[src/rtl/diag_pkg.sv]
package diag_pkg;

  // ********************************************************
  // Register indices (byte address is four times the index)
  // ********************************************************
  localparam logic [11:0] IDX_UPPER_RESP = 12'h785;
  localparam logic [11:0] IDX_LOWER_BIT = 12'h786;
  localparam logic [11:0] IDX_LOWER_CMD = 12'h787;
  localparam logic [11:0] IDX_LOWER_RESP = 12'h788;
  localparam logic [11:0] IDX_HOST_DISC = 12'h789;
  localparam logic [11:0] IDX_UPPER_DISC = 12'h78a;
  localparam logic [11:0] IDX_LOWER_DISC = 12'h78b;
  localparam logic [11:0] IDX_HOST_VHI = 12'h78c;
  localparam logic [11:0] IDX_HOST_VLO = 12'h78d;
  localparam logic [11:0] IDX_UPPER_VHI = 12'h78e;
  localparam logic [11:0] IDX_UPPER_VLO = 12'h78f;
  localparam logic [11:0] IDX_LOWER_VHI = 12'h790;
  localparam logic [11:0] IDX_LOWER_VLO = 12'h791;
  localparam logic [11:0] IDX_OTP_SEC = 12'h7a0;
  localparam logic [11:0] IDX_OTP_DED = 12'h7a1;

  // ********************************************************
  // Widths, reset values and limits
  // ********************************************************
  localparam int ADR_W = 14;
  localparam int RESP_W = 6;
  localparam int BIT_W = 5;
  localparam logic [7:0] RST_BYTE = 8'h00;
  localparam logic [15:0] RST_WORD = 16'h0000;
  localparam logic [15:0] VALID_MAX = 16'hffff;
  localparam logic [7:0] DISC_MAX = 8'hff;
  localparam logic [31:0] RST_DATA = 32'h0000_0000;

  // ********************************************************
  // Field positions
  // ********************************************************
  localparam int B_WAIT = 5;
  localparam int B_IERR = 5;
  localparam int B_TXDIS = 4;
  localparam int B_SOF = 3;
  localparam int B_BYTE = 2;
  localparam int B_UNEXP = 1;
  localparam int B_CRC = 0;
  localparam int B_ABN = 4;
  localparam int B_TAG = 3;
  localparam int B_LOSS = 2;
  localparam int B_PRE = 1;
  localparam int B_WEAK = 0;

  // ********************************************************
  // Event carriers (one-cycle pulses except wait_pending)
  // ********************************************************
  typedef struct packed {
    logic wait_pending;
    logic cmd_rx;
    logic resp_rx;
    logic sof_fault;
    logic byte_fault;
    logic crc_fail;
    logic crc_byte_fault;
  } resp_evt_t;

  typedef struct packed {
    logic init_fault;
    logic cmd_rx;
    logic sof_fault;
    logic byte_fault;
    logic crc_fail;
  } cmd_evt_t;

  typedef struct packed {
    logic tagged_in;
    logic data_loss;
    logic preamble_miss;
    logic weak_sample;
    logic anomaly;
  } bit_evt_t;

  typedef struct packed {
    logic valid;
    logic discard;
    logic halt;
    logic clear;
  } frame_evt_t;

  typedef struct packed {
    logic sec;
    logic ded;
    logic [7:0] block;
  } otp_evt_t;

endpackage

[src/rtl/daisy_comm_diag_counters.sv]
// Design decision made here: register access over Wishbone.
`timescale 1ns/100ps
module daisy_comm_diag_counters (
  input wire logic clock,
  input wire logic rst_n,
  input wire logic clk_en,
  input wire logic wb_cyc_i,
  input wire logic wb_stb_i,
  input wire logic wb_we_i,
  input wire logic [13:0] wb_adr_i,
  input wire logic [3:0] wb_sel_i,
  input wire logic [31:0] wb_dat_i,
  output logic [31:0] wb_dat_o,
  output logic wb_ack_o,
  input wire logic dir_sel,
  input wire logic upper_tx_en,
  input wire logic lower_tx_en,
  input wire diag_pkg::resp_evt_t upper_resp_evt,
  input wire diag_pkg::resp_evt_t lower_resp_evt,
  input wire diag_pkg::cmd_evt_t lower_cmd_evt,
  input wire diag_pkg::bit_evt_t lower_bit_evt,
  input wire diag_pkg::frame_evt_t host_frame_evt,
  input wire diag_pkg::frame_evt_t upper_frame_evt,
  input wire diag_pkg::frame_evt_t lower_frame_evt,
  input wire diag_pkg::otp_evt_t otp_evt,
  output logic frame_error_marker
);

  // ********************************************************
  // Bus decode
  // ********************************************************
  logic [11:0] idx;
  logic take;
  logic rd_take;
  logic [7:0] rd_byte;
  logic hit;

  // A request is taken once, at the edge before ack rises
  assign idx = wb_adr_i[13:2];
  assign take = clk_en && wb_cyc_i && wb_stb_i && !wb_ack_o;
  assign rd_take = take && !wb_we_i;

  // Register file is read-only; writes and byte enables are ignored
  logic unused_wr;
  assign unused_wr = ^{wb_sel_i, wb_dat_i};

  // ********************************************************
  // Frame ignore state per port
  // ********************************************************
  logic host_ign_r;
  logic upper_ign_r;
  logic lower_ign_r;
  logic lower_halt;
  logic upper_halt;

  // Byte or init faults start ignoring until a comm clear
  assign lower_halt = lower_frame_evt.halt || lower_cmd_evt.init_fault
    || lower_cmd_evt.byte_fault || lower_resp_evt.byte_fault;
  assign upper_halt = upper_frame_evt.halt || upper_resp_evt.byte_fault;

  always_ff @(posedge clock) begin
    if (!rst_n) begin
      host_ign_r <= 1'b0;
      upper_ign_r <= 1'b0;
      lower_ign_r <= 1'b0;
    end else if (clk_en) begin
      host_ign_r <= host_frame_evt.clear ? 1'b0 : (host_ign_r || host_frame_evt.halt);
      upper_ign_r <= upper_frame_evt.clear ? 1'b0 : (upper_ign_r || upper_halt);
      lower_ign_r <= lower_frame_evt.clear ? 1'b0 : (lower_ign_r || lower_halt);
    end
  end

  // ********************************************************
  // Upper port response flags
  // ********************************************************
  logic [diag_pkg::RESP_W-1:0] up_set;
  logic [diag_pkg::RESP_W-1:0] up_flags;
  logic up_txdis;

  // Upper forwards responses only when direction is 0
  assign up_txdis = !dir_sel && upper_resp_evt.resp_rx && !upper_tx_en && !upper_ign_r;

  assign up_set[diag_pkg::B_WAIT] = upper_resp_evt.wait_pending && upper_resp_evt.cmd_rx;
  assign up_set[diag_pkg::B_TXDIS] = up_txdis;
  assign up_set[diag_pkg::B_SOF] = upper_resp_evt.sof_fault && !upper_ign_r;
  assign up_set[diag_pkg::B_BYTE] = (upper_resp_evt.byte_fault
    || upper_resp_evt.crc_byte_fault) && !upper_ign_r;
  assign up_set[diag_pkg::B_UNEXP] = dir_sel && upper_resp_evt.resp_rx && !upper_ign_r;
  assign up_set[diag_pkg::B_CRC] = (upper_resp_evt.crc_fail
    || upper_resp_evt.crc_byte_fault) && !upper_ign_r;

  flag_bank #(.W(diag_pkg::RESP_W)) u_up_resp (
    .clock(clock),
    .rst_n(rst_n),
    .clk_en(clk_en),
    .set_i(up_set),
    .clr_i(rd_take && idx == diag_pkg::IDX_UPPER_RESP),
    .flags_q(up_flags)
  );

  // ********************************************************
  // Lower port response flags
  // ********************************************************
  logic [diag_pkg::RESP_W-1:0] lr_set;
  logic [diag_pkg::RESP_W-1:0] lr_flags;
  logic lr_txdis;

  assign lr_txdis = dir_sel && lower_resp_evt.resp_rx && !lower_tx_en && !lower_ign_r;

  assign lr_set[diag_pkg::B_WAIT] = lower_resp_evt.wait_pending && lower_resp_evt.cmd_rx;
  assign lr_set[diag_pkg::B_TXDIS] = lr_txdis;
  assign lr_set[diag_pkg::B_SOF] = lower_resp_evt.sof_fault && !lower_ign_r;
  assign lr_set[diag_pkg::B_BYTE] = (lower_resp_evt.byte_fault
    || lower_resp_evt.crc_byte_fault) && !lower_ign_r;
  assign lr_set[diag_pkg::B_UNEXP] = !dir_sel && lower_resp_evt.resp_rx && !lower_ign_r;
  assign lr_set[diag_pkg::B_CRC] = (lower_resp_evt.crc_fail
    || lower_resp_evt.crc_byte_fault) && !lower_ign_r;

  flag_bank #(.W(diag_pkg::RESP_W)) u_lr_resp (
    .clock(clock),
    .rst_n(rst_n),
    .clk_en(clk_en),
    .set_i(lr_set),
    .clr_i(rd_take && idx == diag_pkg::IDX_LOWER_RESP),
    .flags_q(lr_flags)
  );

  // ********************************************************
  // Lower port command flags
  // ********************************************************
  logic [diag_pkg::RESP_W-1:0] lc_set;
  logic [diag_pkg::RESP_W-1:0] lc_flags;
  logic lc_txdis;

  // Commands arrive on the lower port when direction is 0
  assign lc_txdis = !dir_sel && lower_cmd_evt.cmd_rx && !lower_tx_en && !lower_ign_r;

  assign lc_set[diag_pkg::B_IERR] = lower_cmd_evt.init_fault && !lower_ign_r;
  assign lc_set[diag_pkg::B_TXDIS] = lc_txdis;
  assign lc_set[diag_pkg::B_SOF] = lower_cmd_evt.sof_fault && !lower_ign_r;
  assign lc_set[diag_pkg::B_BYTE] = lower_cmd_evt.byte_fault && !lower_ign_r;
  assign lc_set[diag_pkg::B_UNEXP] = dir_sel && lower_cmd_evt.cmd_rx && !lower_ign_r;
  assign lc_set[diag_pkg::B_CRC] = lower_cmd_evt.crc_fail && !lower_ign_r;

  flag_bank #(.W(diag_pkg::RESP_W)) u_lc_cmd (
    .clock(clock),
    .rst_n(rst_n),
    .clk_en(clk_en),
    .set_i(lc_set),
    .clr_i(rd_take && idx == diag_pkg::IDX_LOWER_CMD),
    .flags_q(lc_flags)
  );

  // ********************************************************
  // Lower port bit-level flags and forwarded marker
  // ********************************************************
  logic [diag_pkg::BIT_W-1:0] lb_set;
  logic [diag_pkg::BIT_W-1:0] lb_flags;
  logic lb_abnormal;

  assign lb_set[diag_pkg::B_TAG] = lower_bit_evt.tagged_in && !lower_ign_r;
  assign lb_set[diag_pkg::B_LOSS] = lower_bit_evt.data_loss && !lower_ign_r;
  assign lb_set[diag_pkg::B_PRE] = lower_bit_evt.preamble_miss && !lower_ign_r;
  assign lb_set[diag_pkg::B_WEAK] = lower_bit_evt.weak_sample && !lower_ign_r;
  assign lb_abnormal = (|lb_set[diag_pkg::B_TAG:diag_pkg::B_WEAK])
    || (lower_bit_evt.anomaly && !lower_ign_r);
  assign lb_set[diag_pkg::B_ABN] = lb_abnormal;

  flag_bank #(.W(diag_pkg::BIT_W)) u_lb_bit (
    .clock(clock),
    .rst_n(rst_n),
    .clk_en(clk_en),
    .set_i(lb_set),
    .clr_i(rd_take && idx == diag_pkg::IDX_LOWER_BIT),
    .flags_q(lb_flags)
  );

  always_ff @(posedge clock) begin
    if (!rst_n) begin
      frame_error_marker <= 1'b0;
    end else if (clk_en) begin
      frame_error_marker <= lb_abnormal;
    end
  end

  // ********************************************************
  // Frame statistics per port
  // ********************************************************
  logic [7:0] host_disc;
  logic [7:0] upper_disc;
  logic [7:0] lower_disc;
  logic [15:0] host_valid;
  logic [15:0] upper_valid;
  logic [15:0] lower_valid;
  logic host_snap;
  logic upper_snap;
  logic lower_snap;

  assign host_snap = rd_take && idx == diag_pkg::IDX_HOST_DISC;
  assign upper_snap = rd_take && idx == diag_pkg::IDX_UPPER_DISC;
  assign lower_snap = rd_take && idx == diag_pkg::IDX_LOWER_DISC;

  frame_stats u_host_stats (
    .clock(clock),
    .rst_n(rst_n),
    .clk_en(clk_en),
    .valid_i(host_frame_evt.valid && !host_ign_r),
    .discard_i(host_frame_evt.discard && !host_ign_r),
    .snap_i(host_snap),
    .run_disc_q(host_disc),
    .valid_q(host_valid)
  );

  frame_stats u_upper_stats (
    .clock(clock),
    .rst_n(rst_n),
    .clk_en(clk_en),
    .valid_i(upper_frame_evt.valid && !upper_ign_r),
    .discard_i((upper_frame_evt.discard && !upper_ign_r) || up_txdis),
    .snap_i(upper_snap),
    .run_disc_q(upper_disc),
    .valid_q(upper_valid)
  );

  frame_stats u_lower_stats (
    .clock(clock),
    .rst_n(rst_n),
    .clk_en(clk_en),
    .valid_i(lower_frame_evt.valid && !lower_ign_r),
    .discard_i((lower_frame_evt.discard && !lower_ign_r) || lr_txdis),
    .snap_i(lower_snap),
    .run_disc_q(lower_disc),
    .valid_q(lower_valid)
  );

  // ********************************************************
  // OTP error block capture
  // ********************************************************
  logic [7:0] otp_sec_blk_r;
  logic [7:0] otp_ded_blk_r;

  always_ff @(posedge clock) begin
    if (!rst_n) begin
      otp_sec_blk_r <= diag_pkg::RST_BYTE;
      otp_ded_blk_r <= diag_pkg::RST_BYTE;
    end else if (clk_en) begin
      if (otp_evt.sec) begin
        otp_sec_blk_r <= otp_evt.block;
      end
      if (otp_evt.ded) begin
        otp_ded_blk_r <= otp_evt.block;
      end
    end
  end

  // ********************************************************
  // Read mux and bus answer
  // ********************************************************
  // high and low bytes
  assign rd_byte =
    (idx == diag_pkg::IDX_UPPER_RESP) ? {2'b00, up_flags} :
    (idx == diag_pkg::IDX_LOWER_BIT) ? {3'b000, lb_flags} :
    (idx == diag_pkg::IDX_LOWER_CMD) ? {2'b00, lc_flags} :
    (idx == diag_pkg::IDX_LOWER_RESP) ? {2'b00, lr_flags} :
    (idx == diag_pkg::IDX_HOST_DISC) ? host_disc :
    (idx == diag_pkg::IDX_UPPER_DISC) ? upper_disc :
    (idx == diag_pkg::IDX_LOWER_DISC) ? lower_disc :
    (idx == diag_pkg::IDX_HOST_VHI) ? host_valid[15:8] :
    (idx == diag_pkg::IDX_HOST_VLO) ? host_valid[7:0] :
    (idx == diag_pkg::IDX_UPPER_VHI) ? upper_valid[15:8] :
    (idx == diag_pkg::IDX_UPPER_VLO) ? upper_valid[7:0] :
    (idx == diag_pkg::IDX_LOWER_VHI) ? lower_valid[15:8] :
    (idx == diag_pkg::IDX_LOWER_VLO) ? lower_valid[7:0] :
    (idx == diag_pkg::IDX_OTP_SEC) ? otp_sec_blk_r :
    (idx == diag_pkg::IDX_OTP_DED) ? otp_ded_blk_r : diag_pkg::RST_BYTE;
  assign hit = 1'b1;

  always_ff @(posedge clock) begin
    if (!rst_n) begin
      wb_ack_o <= 1'b0;
      wb_dat_o <= diag_pkg::RST_DATA;
    end else if (clk_en) begin
      wb_ack_o <= take && hit;
      if (rd_take) begin
        wb_dat_o <= {24'h00_0000, rd_byte};
      end
    end
  end
endmodule

[src/rtl/flag_bank.sv]
`timescale 1ns/100ps
module flag_bank #(
  parameter int W = 6
) (
  input wire logic clock,
  input wire logic rst_n,
  input wire logic clk_en,
  input wire logic [W-1:0] set_i,
  input wire logic clr_i,
  output logic [W-1:0] flags_q
);

  // Sticky flags, a set in the clearing cycle survives
  always_ff @(posedge clock) begin
    if (!rst_n) begin
      flags_q <= '0;
    end else if (clk_en) begin
      flags_q <= (flags_q & ~{W{clr_i}}) | set_i;
    end
  end
endmodule

[src/rtl/frame_stats.sv]
`timescale 1ns/100ps
module frame_stats (
  input wire logic clock,
  input wire logic rst_n,
  input wire logic clk_en,
  input wire logic valid_i,
  input wire logic discard_i,
  input wire logic snap_i,
  output logic [7:0] run_disc_q,
  output logic [15:0] valid_q
);

  logic [15:0] run_valid_r;
  logic [15:0] run_valid_nxt;
  logic [7:0] run_disc_nxt;

  // Saturating increment used by both running counters
  // saturate, never wrap
  function automatic logic [15:0] sat_inc(input logic [15:0] v, input logic [15:0] lim);
    sat_inc = (v == lim) ? v : v + 16'h0001;
  endfunction

  // Snapshot restarts the count; an event in that cycle starts the new one
  assign run_valid_nxt = snap_i ? {15'h0000, valid_i}
    : (valid_i ? sat_inc(run_valid_r, diag_pkg::VALID_MAX) : run_valid_r);
  assign run_disc_nxt = snap_i ? {7'h00, discard_i}
    : (discard_i ? 8'(sat_inc({8'h00, run_disc_q}, {8'h00, diag_pkg::DISC_MAX})) : run_disc_q);

  // Running counters and latched valid count
  always_ff @(posedge clock) begin
    if (!rst_n) begin
      run_valid_r <= diag_pkg::RST_WORD;
      run_disc_q <= diag_pkg::RST_BYTE;
      valid_q <= diag_pkg::RST_WORD;
    end else if (clk_en) begin
      run_valid_r <= run_valid_nxt;
      run_disc_q <= run_disc_nxt;
      if (snap_i) begin
        valid_q <= run_valid_r;
      end
    end
  end
endmodule

[config.mk]
export PLATFORM = sky130hd
export DESIGN_NAME = daisy_comm_diag_counters
export DESIGN_NICKNAME = d
export VERILOG_FILES = /design/src/rtl/diag_pkg.sv /design/src/rtl/daisy_comm_diag_counters.sv /design/src/rtl/flag_bank.sv /design/src/rtl/frame_stats.sv
export SDC_FILE = /design/constraint.sdc
export NUM_CORES = 1
export LEC_CHECK = 0
export BUFFER_PORTS_ARGS = -buffer_cell sky130_fd_sc_hd__buf_2
export CORE_MARGIN = 1.5
export CORE_UTILIZATION = 30
export CTS_BUF_LIST = sky130_fd_sc_hd__clkbuf_8
export CTS_CLUSTER_DIAMETER = 100
export DETAILED_ROUTE_END_ITERATION = 10
export GPL_ROUTABILITY_DRIVEN = 0
export MAX_ROUTING_LAYER = met4
export PLACE_DENSITY = 0.51
export SLEW_MARGIN = 15
export SYNTH_ARGS = -nofsm -noshare
export SYNTH_HDL_FRONTEND = slang
export SYNTH_SLANG_ARGS = --single-unit
[constraint.sdc]
create_clock -name clock -period 2.2 [get_ports clock]
set_input_delay 0.11 -clock clock [delete_from_list [all_inputs] [get_ports clock]]
set_output_delay 0.11 -clock clock [all_outputs]
set_load 0.1 [all_outputs]
==> run metrics, run 1 <==
CP delay by family, top=simple AND/OR/NAND/NOR gates; Post-Syn Instances=1069; Die H=172 um; Sw Pwr=1.81 mW; Final Hold Viols=0; Rows=61; TritonCTS buffer count=17; DR DRC count=0; Die W=around 170 um; Clk Tree Root Cell=clkbuf_8; total power divided by cell area=a little under 600 nW/um2; Detailed Place HPWL=between 20000 and 25000 um; outcome=complete, no violations; initial antenna violation count=0; Netlist cell types=between 70 and 80; remaining antenna violation count=0; CTS tree=done; setup TNS=0 ns; total chip power=~6 mW; Comb power frac=between 10% and 20%; drt first pass iters=6; Starting Density=30.7%; Post-Layout Cell Count=between 1500 and 2000; Pleak=3.94 nW; DR iter-0 viols=roughly 660; Required @ worst endpoint=between 2 and 3 ns; Clk Latency, worst-skew pair=approximately 0.47 ns; Fmax=~490 MHz; Yosys warning count=0; via count=a little over 8000; vias in the first global route=about 8000; DP Cell Count=1532; syn_area_per_cell=8.03 um2; commonest non-fill, non-tap cell in the layout=dfxtp_1; Worst Path Max Fanout=28; share of layout cells above drive strength 1=16.5%; gr usage total=between 10% and 20%; Post-synth EDFFs=0; Worst VDD drop=0.350 mV; die area=about 30000 um2; switch share=between 20% and 30%; min Tclk post-route=2.02 ns; drt total wl=~28000 um; Slew Limit Fails=0; final setup vio count=0; core area=~28000 um2; MaxCap Viol Count=0; fin area=~11000 um2; cell count along the critical path=7; post-synthesis sequential area ratio=about two fifths; clock slew at reported path FFs=about 0.090 ns; CP Launch Type=flop; Final WS setup=between 0.15 and 0.2 ns; CP max-delay cell=and3b_1; I/O pins=around 140; Flop pwr share=a little over half; internal cell power=around 4.3 mW; clock buffer depth=2; Area after DPL=9720 um2; ys flop type=dfxtp_1; Synth Cell Area=between 8000 and 9000 um2; # clock sinks=172; CP most frequent cell=and3b_1; hold path depth=3; Avg WL per Cell=around 17 um; Min Hold Slack=a little over 0.03 ns; port bufs=76; Hold Crit Class=input port to flop; Clock power frac=between 30% and 40%; Buf+Inv Stages, Crit Path=1; utilization of the core after routing=between 30% and 40%; critical path, cell by cell=and3b_1, and3b_1, nand3_1, buf_12, a21oi_1, a31oi_1, a211oi_1; share of synthesized registers carrying an async set or reset=0%; via density per instance=approximately 5.1; most frequent cells in the layout=dfxtp_1 (171), nand2_1 (142), nor2_1 (130); n_diodes=0; Worst Setup End Kind=flop; Worst Setup Path Type=flop to flop; RSZ-0062 raised after global routing=no; Overflow after GRT=0; Setup WS pre-CTS=-0.0134 ns; WP data arrival=2.41 ns; largest net degree at the start of global routing=53; Slew @ Worst Pin=0.620 ns; final worst path period share=91.9%; Synth Register Bits=172; slew margin rel.=between 50% and 60%; synthesis-to-layout area growth=23.0%; skew final=about 0.014 ns; H-Tree Depth=4; first-pass GRT wire length=around 43000 um; reg2reg path depth=7; Final Net Count=between 1000 and 1500; CP peak stage delay=0.37 ns
-- power by group through the flow --
| stage | Combinational (mW) | Clock, mW | Sequential [mW] |
|---|---|---|---|
| floorplan | 0.504 | 0 | 3.29 |
| global placement | 0.706 | 0 | 3.30 |
| detailed placement | 0.708 | 0 | 3.30 |
| CTS | 0.776 | 2.18 | 3.23 |
| global route | 0.838 | 2.30 | 3.24 |
| finish | 0.776 | 2.11 | 3.23 |
-- layer usage --
metal	up-vias	track usage [%]	share of wire, %
met5	-	-	0
met4	0	6.65	2.9
met3	44	3.66	5.5
met2	248	29.9	44
met1	3844	25.9	48
li1	4070	-	-
-- final timing paths --
check | start | endpoint | slack (ns)
min reg2reg | u_host_stats.valid_q[15] | u_host_stats.valid_q[15] | 0.46
min | dir_sel | u_lc_cmd.flags_q[1] | 0.03
max | wb_ack_o | u_host_stats.run_valid_r[9] | 0.18
max reg2reg | wb_ack_o | u_host_stats.run_valid_r[9] | 0.18
-- sequential cells by signal (all words and copies together), names as in the netlist --
signal and count:
frame_error_marker 1, host_ign_r 1, lower_ign_r 1, otp_ded_blk_r 8, otp_sec_blk_r 8, u_host_stats.run_disc_q 8, u_host_stats.run_valid_r 16, u_host_stats.valid_q 16
u_lb_bit.flags_q 5, u_lc_cmd.flags_q 6, u_lower_stats.run_disc_q 8, u_lower_stats.run_valid_r 16, u_lower_stats.valid_q 16, u_lr_resp.flags_q 6, u_up_resp.flags_q 6, u_upper_stats.run_disc_q 8
u_upper_stats.run_valid_r 16, u_upper_stats.valid_q 16, upper_ign_r 1, wb_ack_o 1, wb_dat_o 8
-- cell type report --
type / count / area [um2]
Multi-Input combinational cell: 815 / 4750
Sequential cell: 172 / 3440
Tap cell: 378 / 473
Clock inverter: 11 / 85.1
Clock buffer: 20 / 275
Fill cell: 2939 / 17400
Inverter: 18 / 68.8
Timing Repair Buffer: 197 / 1470
-- tightest hold or removal path, cell delays in order --
cell and delay [ns]:
buf_2 0.17, a32oi_1 0.11, nor2_1 0.08
-- Yosys cell counts, types with 4 or more instances --
library cell  number  area [um2]
nand3_1           46         230
o211ai_1           9        67.6
a21oi_1          103         515
nor2_1           131         492
a221oi_1           4        35.0
o21ai_0           25         125
mux2_2             5        56.3
mux2i_1           26         260
nor3_1            15        75.1
clkbuf_1          40         150
and3_1            12        75.1
and2_1             6        37.5
xnor2_1           30         263
buf_4             24         180
o21ai_1            9        45.0
a211oi_1          15         113
ha_1               6        75.1
a21o_1             5        37.5
buf_1             11        41.3
and4_1             8        70.1
nand2b_1           8        50.1
inv_1             18        67.6
xor2_1            31         272
a32oi_1            7        61.3
nand2_1          142         533
nor2b_1           12        75.1
o2111ai_1          8        70.1
o221ai_1           4        35.0
buf_2             12        60.1
a22oi_1           25         188
nand4_1           27         169
dfxtp_1          172        3440
o22ai_1           13        81.3
-- cell families (layout without fill, tap and decap cells) --
| group | count (synthesis) | count (layout) | share of synthesized area, % |
|---|---|---|---|
| mux | 31 | 31 | 3.69 |
| simple gates | 437 | 437 | 24.0 |
| other cells | 1 | 24 | 0.0437 |
| buf+inv | 105 | 246 | 5.81 |
| compound gates | 256 | 256 | 19.3 |
| fa+ha+maj | 6 | 6 | 0.874 |
| flops | 172 | 172 | 40.1 |
| xor+xnor | 61 | 61 | 6.22 |
-- what timing repair did --
action,in CTS,in global routing
hold endpoints to repair,42,0
hold buffers,48,0
setup endpoints to repair,0,2
setup buffers,0,0
gates resized for setup,0,1
(Power assumes the default switching activity.)
==> run 2, diff against run 1 <==
--- a/config.mk
+++ b/config.mk
@@ -5,7 +5,7 @@
 export SDC_FILE = /design/constraint.sdc
 export NUM_CORES = 1
 export LEC_CHECK = 0
-export BUFFER_PORTS_ARGS = -buffer_cell sky130_fd_sc_hd__buf_2
+export BUFFER_PORTS_ARGS = -buffer_cell sky130_fd_sc_hd__buf_4
 export CORE_MARGIN = 1.5
 export CORE_UTILIZATION = 30
 export CTS_BUF_LIST = sky130_fd_sc_hd__clkbuf_8
==> run 2 against run 1 <==
Sequential cell count stayed put. Die area did not move. Final area is 2.2% higher. Cell count about the same. Sequential share of layout area is 0.71 points lower. Critical path depth decreased by 1. Clock power is 8% higher. Highest routed layer unchanged. Maximum frequency shrank 0.54%. Clock-buffer cell count is 3 lower.
==> run metrics, run 2 (synthesis results as in run 1) <==
internal cell power=approximately 4.4 mW; Slew Limit Fails=0; die area=roughly 30000 um2; Clock power frac=a little over a third; Pleak=4.04 nW; CP delay by family, top=compound AO/OA/AOI/OAI gates; port bufs=76; # clock sinks=about 170; CP peak stage delay=around 0.58 ns; gr usage total=between 10% and 20%; Clk Tree Root Cell=clkbuf_8; grt met3 use=3.18%; min Tclk post-route=around 2.0 ns; Reg-to-Reg Start=u_lower_stats.run_valid_r[4]; vias in the first global route=~7700; total power divided by cell area=slightly below 600 nW/um2; Buf+Inv Stages, Crit Path=0; H-Tree Depth=4; clock slew at reported path FFs=0.11 ns; share of layout cells above drive strength 1=16.1%; TritonCTS buffer count=17; initial antenna violation count=0; CP max-delay cell=o311a_1; Detailed Place HPWL=20600 um; met1 global-route usage=25.9%; CP Launch Type=flop; via count=around 8200; hold path start=lower_resp_evt[0]; DR iter-0 viols=approximately 670; grt met2 use=29.2%; largest net degree at the start of global routing=75; Rows=between 60 and 70; Slew @ Worst Pin=~0.54 ns; Comb power frac=12.9%; total chip power=approximately 6.3 mW; Final Net Count=between 1000 and 1500; Worst Setup Path Type=flop to flop; Die W=about 170 um; Clk Latency, worst-skew pair=about 0.47 ns; Die H=between 150 and 200 um; switch share=30.2%; Starting Density=30.7%; Top Usage Layer GRT=met2; critical path, cell by cell=and4_1, nand4_1, o311a_1, o2111ai_1, xor2_1, nor2_1; via density per instance=~5; CP startpoint=u_lower_stats.run_valid_r[4]; MaxCap Viol Count=0; synthesis-to-layout area growth=25.8%; remaining antenna violation count=0; WP data arrival=2.38 ns; Flop pwr share=between 50 and 60%; I/O pins=139; CTS tree=done; slew margin rel.=63.9%; Required @ worst endpoint=about 2.5 ns; Resize count post-CTS=0; final worst path period share=between 90 and 100%; utilization of the core after routing=a little under 40%; Worst Setup End Kind=flop; RSZ-0062 raised after global routing=no; outcome=complete, no violations; commonest non-fill, non-tap cell in the layout=dfxtp_1; Fmax=492 MHz; core area=28000 um2; n_diodes=0; Final Hold Viols=0; drt total wl=between 20000 and 30000 um; clock buffer depth=2; Hold Crit Class=input port to flop; drt first pass iters=5; DR DRC count=0; Overflow after GRT=0; Worst Path Max Fanout=14; first-pass GRT wire length=around 43000 um; setup TNS=0 ns; Avg WL per Cell=17.2 um; Worst VDD drop=0.399 mV; skew final=0.0260 ns; final setup vio count=0; Sw Pwr=between 1.5 and 2 mW; most frequent cells in the layout=dfxtp_1 (171), nand2_1 (142), buf_4 (140)
run 2: power groups by stage:
stage / clock (mW) / sequential [mW] / combinational (mW)
floorplan: 0 / 3.29 / 0.504
global placement: 0 / 3.30 / 0.737
detailed placement: 0 / 3.30 / 0.740
CTS: 2.35 / 3.23 / 0.814
global route: 2.45 / 3.24 / 0.877
finish: 2.27 / 3.23 / 0.815
run 2: area by class of cell:
type	count	area, um2
fillers	2903	17200
multi-input cells	815	4740
flip-flops and latches	172	3440
repair buffers	197	1680
well taps	378	473
clock buffers	17	234
clock inverters	15	153
inverters	18	68.8
run 2: metal layers:
layer	wire, um	part of all wire (%)	up-vias
met3	1300	4.7	42
met2	12100	44	236
met1	13400	48	3847
met5	0	0	-
li1	-	-	4067
met4	926	3.3	0
run 2: stage by stage:
step	setup slack [ns]	std cells	hold WS (ns)	area, um2
global placement	0.0167	1529	0.301	9900
floorplan	0.0997	1092	0.210	8680
detailed placement	0.0103	1529	0.299	9900
CTS	0.177	1612	0.000987	10800
global route	0.0672	1612	0.0572	10800
finish	0.167	1612	0.0363	10800
run 2: worst paths after layout:
check                                                     to  slack (ns)  cells past startpoint
worst max-delay path            u_lower_stats.run_valid_r[5]        0.17                      6
worst min-delay path                    u_lr_resp.flags_q[2]        0.04                      3
worst max register to register  u_lower_stats.run_valid_r[5]        0.17                      6
worst min register to register      u_host_stats.valid_q[15]        0.47                      2
run 2: worst reg2reg max path: stages (launching register included):
cell and delay, ns:
dfxtp_1 0.43, and4_1 0.28, nand4_1 0.16, o311a_1 0.58, o2111ai_1 0.28, xor2_1 0.16, nor2_1 0.05
run 2: timing repair:
| item | in CTS | in global routing |
|---|---|---|
| hold buffers | 51 | 0 |
| endpoints found under the hold margin | 45 | 0 |
| setup buffers | 0 | 0 |
| endpoints found under the setup margin | 0 | 0 |
==> run 3, diff against run 2 <==
--- a/config.mk
+++ b/config.mk
@@ -6,6 +6,8 @@
 export NUM_CORES = 1
 export LEC_CHECK = 0
 export BUFFER_PORTS_ARGS = -buffer_cell sky130_fd_sc_hd__buf_4
+export CAP_MARGIN = 25
+export CORE_ASPECT_RATIO = 0.6
 export CORE_MARGIN = 1.5
 export CORE_UTILIZATION = 30
 export CTS_BUF_LIST = sky130_fd_sc_hd__clkbuf_8
@@ -14,7 +16,6 @@
 export GPL_ROUTABILITY_DRIVEN = 0
 export MAX_ROUTING_LAYER = met4
 export PLACE_DENSITY = 0.51
-export SLEW_MARGIN = 15
 export SYNTH_ARGS = -nofsm -noshare
 export SYNTH_HDL_FRONTEND = slang
 export SYNTH_SLANG_ARGS = --single-unit
==> run 3 against run 2 <==
Final area up 0.30%. Clock power grew 4%. Utilization rose by 0.31 points.
==> run metrics, run 3 (synthesis results as in run 1) <==
core area=around 28000 um2; Slew @ Worst Pin=0.823 ns; reg2reg setup slack=0.13 ns; # clock sinks=172; reg2reg path depth=6; grt met2 use=26.2%; Fmax=between 400 and 500 MHz; Avg WL per Cell=between 15 and 20 um; DR DRC count=0; Clk Latency, worst-skew pair=about 0.5 ns; Sw Pwr=between 1.5 and 2 mW; share of layout cells above drive strength 1=between 15 and 20%; fillers=~2900; first-pass GRT wire length=about 45000 um; TritonCTS buffer count=17; Rows=47; area occupied by registers=between 3000 and 4000 um2; commonest non-fill, non-tap cell in the layout=dfxtp_1; drt total wl=29300 um; final setup vio count=0; Top Usage Layer GRT=met1; internal cell power=approximately 4.5 mW; CP max-delay cell=o311a_1; final worst path period share=roughly 94%; via density per instance=slightly above 5; critical path, cell by cell=and4_1, nand4_1, o311a_1, o2111ai_1, xor2_1, nor2_1; Die W=about 220 um; total power divided by cell area=between 500 and 600 nW/um2; Clk Tree Root Cell=clkbuf_8; Setup crit end=u_lower_stats.run_valid_r[5]; clock slew at reported path FFs=0.11 ns; clock buffer depth=2; Multi-input gate area=approximately 4700 um2; Worst VDD drop=around 0.37 mV; switch share=30.0%; drt first pass iters=5; Slew Limit Fails=0; RR Endpoint=u_lower_stats.run_valid_r[5]; CP Launch Type=flop; Post-Layout Cell Count=1609; WP data arrival=roughly 2.5 ns; Final Hold Viols=0; initial antenna violation count=0; gr usage total=roughly 21%; utilization of the core after routing=between 30% and 40%; port bufs=between 70 and 80; skew final=~0.013 ns; Hold Crit Class=input port to flop; I/O pins=around 140; total chip power=6.42 mW; slew margin rel.=between 40% and 50%; Pleak=~4.1 nW; grt met3 use=about 5.0%; Final Net Count=approximately 1300; Die H=134 um; die area=around 30000 um2; via count=~8300; Buf+Inv Stages, Crit Path=0; Starting Density=a little under a third; CP peak stage delay=approximately 0.56 ns; vias in the first global route=between 7000 and 8000; Comb power frac=a little over an eighth; Overflow after GRT=0; RSZ-0062 raised after global routing=no; CTS tree=done; Detailed Place HPWL=between 20000 and 25000 um; MaxCap Viol Count=0; largest net degree at the start of global routing=60; Reg-to-Reg Start=u_lower_stats.run_valid_r[4]; Resize count post-CTS=0; Area after DPL=between 9000 and 10000 um2; CP delay by family, top=compound AO/OA/AOI/OAI gates; DR iter-0 viols=691; CP startpoint=u_lower_stats.run_valid_r[4]; fin area=10800 um2; min Tclk post-route=2.07 ns; H-Tree Depth=4; Clock power frac=between 30% and 40%; outcome=complete, no violations; remaining antenna violation count=0; n_diodes=0; Flop pwr share=between 50% and 60%; met1 global-route usage=a little under a third; most frequent cells in the layout=dfxtp_1 (171), buf_4 (148), nand2_1 (142); Worst Path Max Fanout=14; cell count along the critical path=6; Required @ worst endpoint=2.61 ns; Worst Setup Path Type=flop to flop; synthesis-to-layout area growth=26.1%; DP Cell Count=around 1500; Worst Setup End Kind=flop
## run 3: cell count changes in the layout (fill, tap and decap cells not counted), sizes merged
| cell | previous run | this run |
|---|---|---|
| buf | 146 | 152 |
| inv | 28 | 22 |
| clkinv | 3 | 8 |
| dlygate4sd3 | 51 | 53 |
| bufinv | 1 | 2 |
## run 3: area by class of cell
cell class	count	share of cell area (%)
clock buffer	17	2.16
clock inverter	15	1.49
inverter	18	0.635
multi-input combinational	815	43.8
sequential	172	31.8
tap	367	4.24
timing repair buffer	205	15.9
## run 3: per-layer routing
metal  share of wire (%)  up-vias
met4                 1.2        0
li1                    -     4090
met5                   0        -
met2                  37      301
met3                 8.1       33
met1                  54     3865
## run 3: tightest hold or removal path, delay by kind of cell
| kind | cells | cell delay (ns) |
|---|---|---|
| AOI/OAI and AO/OA | 2 | 0.21 |
| and+or+nand+nor | 1 | 0.09 |
| buffers and inverters | 1 | 0.08 |
## run 3: per-stage QoR
stage / worst slack [ns] / setup TNS [ns] / hold slack (ns)
CTS: 0.147 / 0 / 0.00418
floorplan: 0.0997 / 0 / 0.210
global route: 0.0168 / 0 / 0.0430
global placement: -0.0195 / -0.0195 / 0.296
finish: 0.132 / 0 / 0.0328
detailed placement: -0.0388 / -0.0388 / 0.300
## run 3: how the worst min path moves through the flow
stage                            start           to  slack, ns  cells past startpoint
floorplan            host_frame_evt[0]   host_ign_r       0.21                      1
global placement     host_frame_evt[0]   host_ign_r       0.30                      2
detailed placement  lower_frame_evt[0]  lower_ign_r       0.30                      2
CTS                 lower_frame_evt[1]  lower_ign_r      0.004                      4
global route        lower_frame_evt[1]  lower_ign_r       0.04                      4
finish              lower_frame_evt[1]  lower_ign_r       0.03                      4
## run 3: what timing repair did
action | CTS | global route
buffers inserted | 0 | 0
hold buffers | 53 | 0
endpoints found under the hold margin | 47 | 0
setup endpoints to repair | 0 | 0
## run 3: power by group through the flow
stage / sequential (mW) / combinational (mW) / clock (mW)
final: 3.22 / 0.848 / 2.35
after global routing: 3.23 / 0.902 / 2.54
after CTS: 3.22 / 0.834 / 2.40
after detailed placement: 3.30 / 0.759 / 0
after global placement: 3.29 / 0.758 / 0
after floorplan: 3.29 / 0.504 / 0
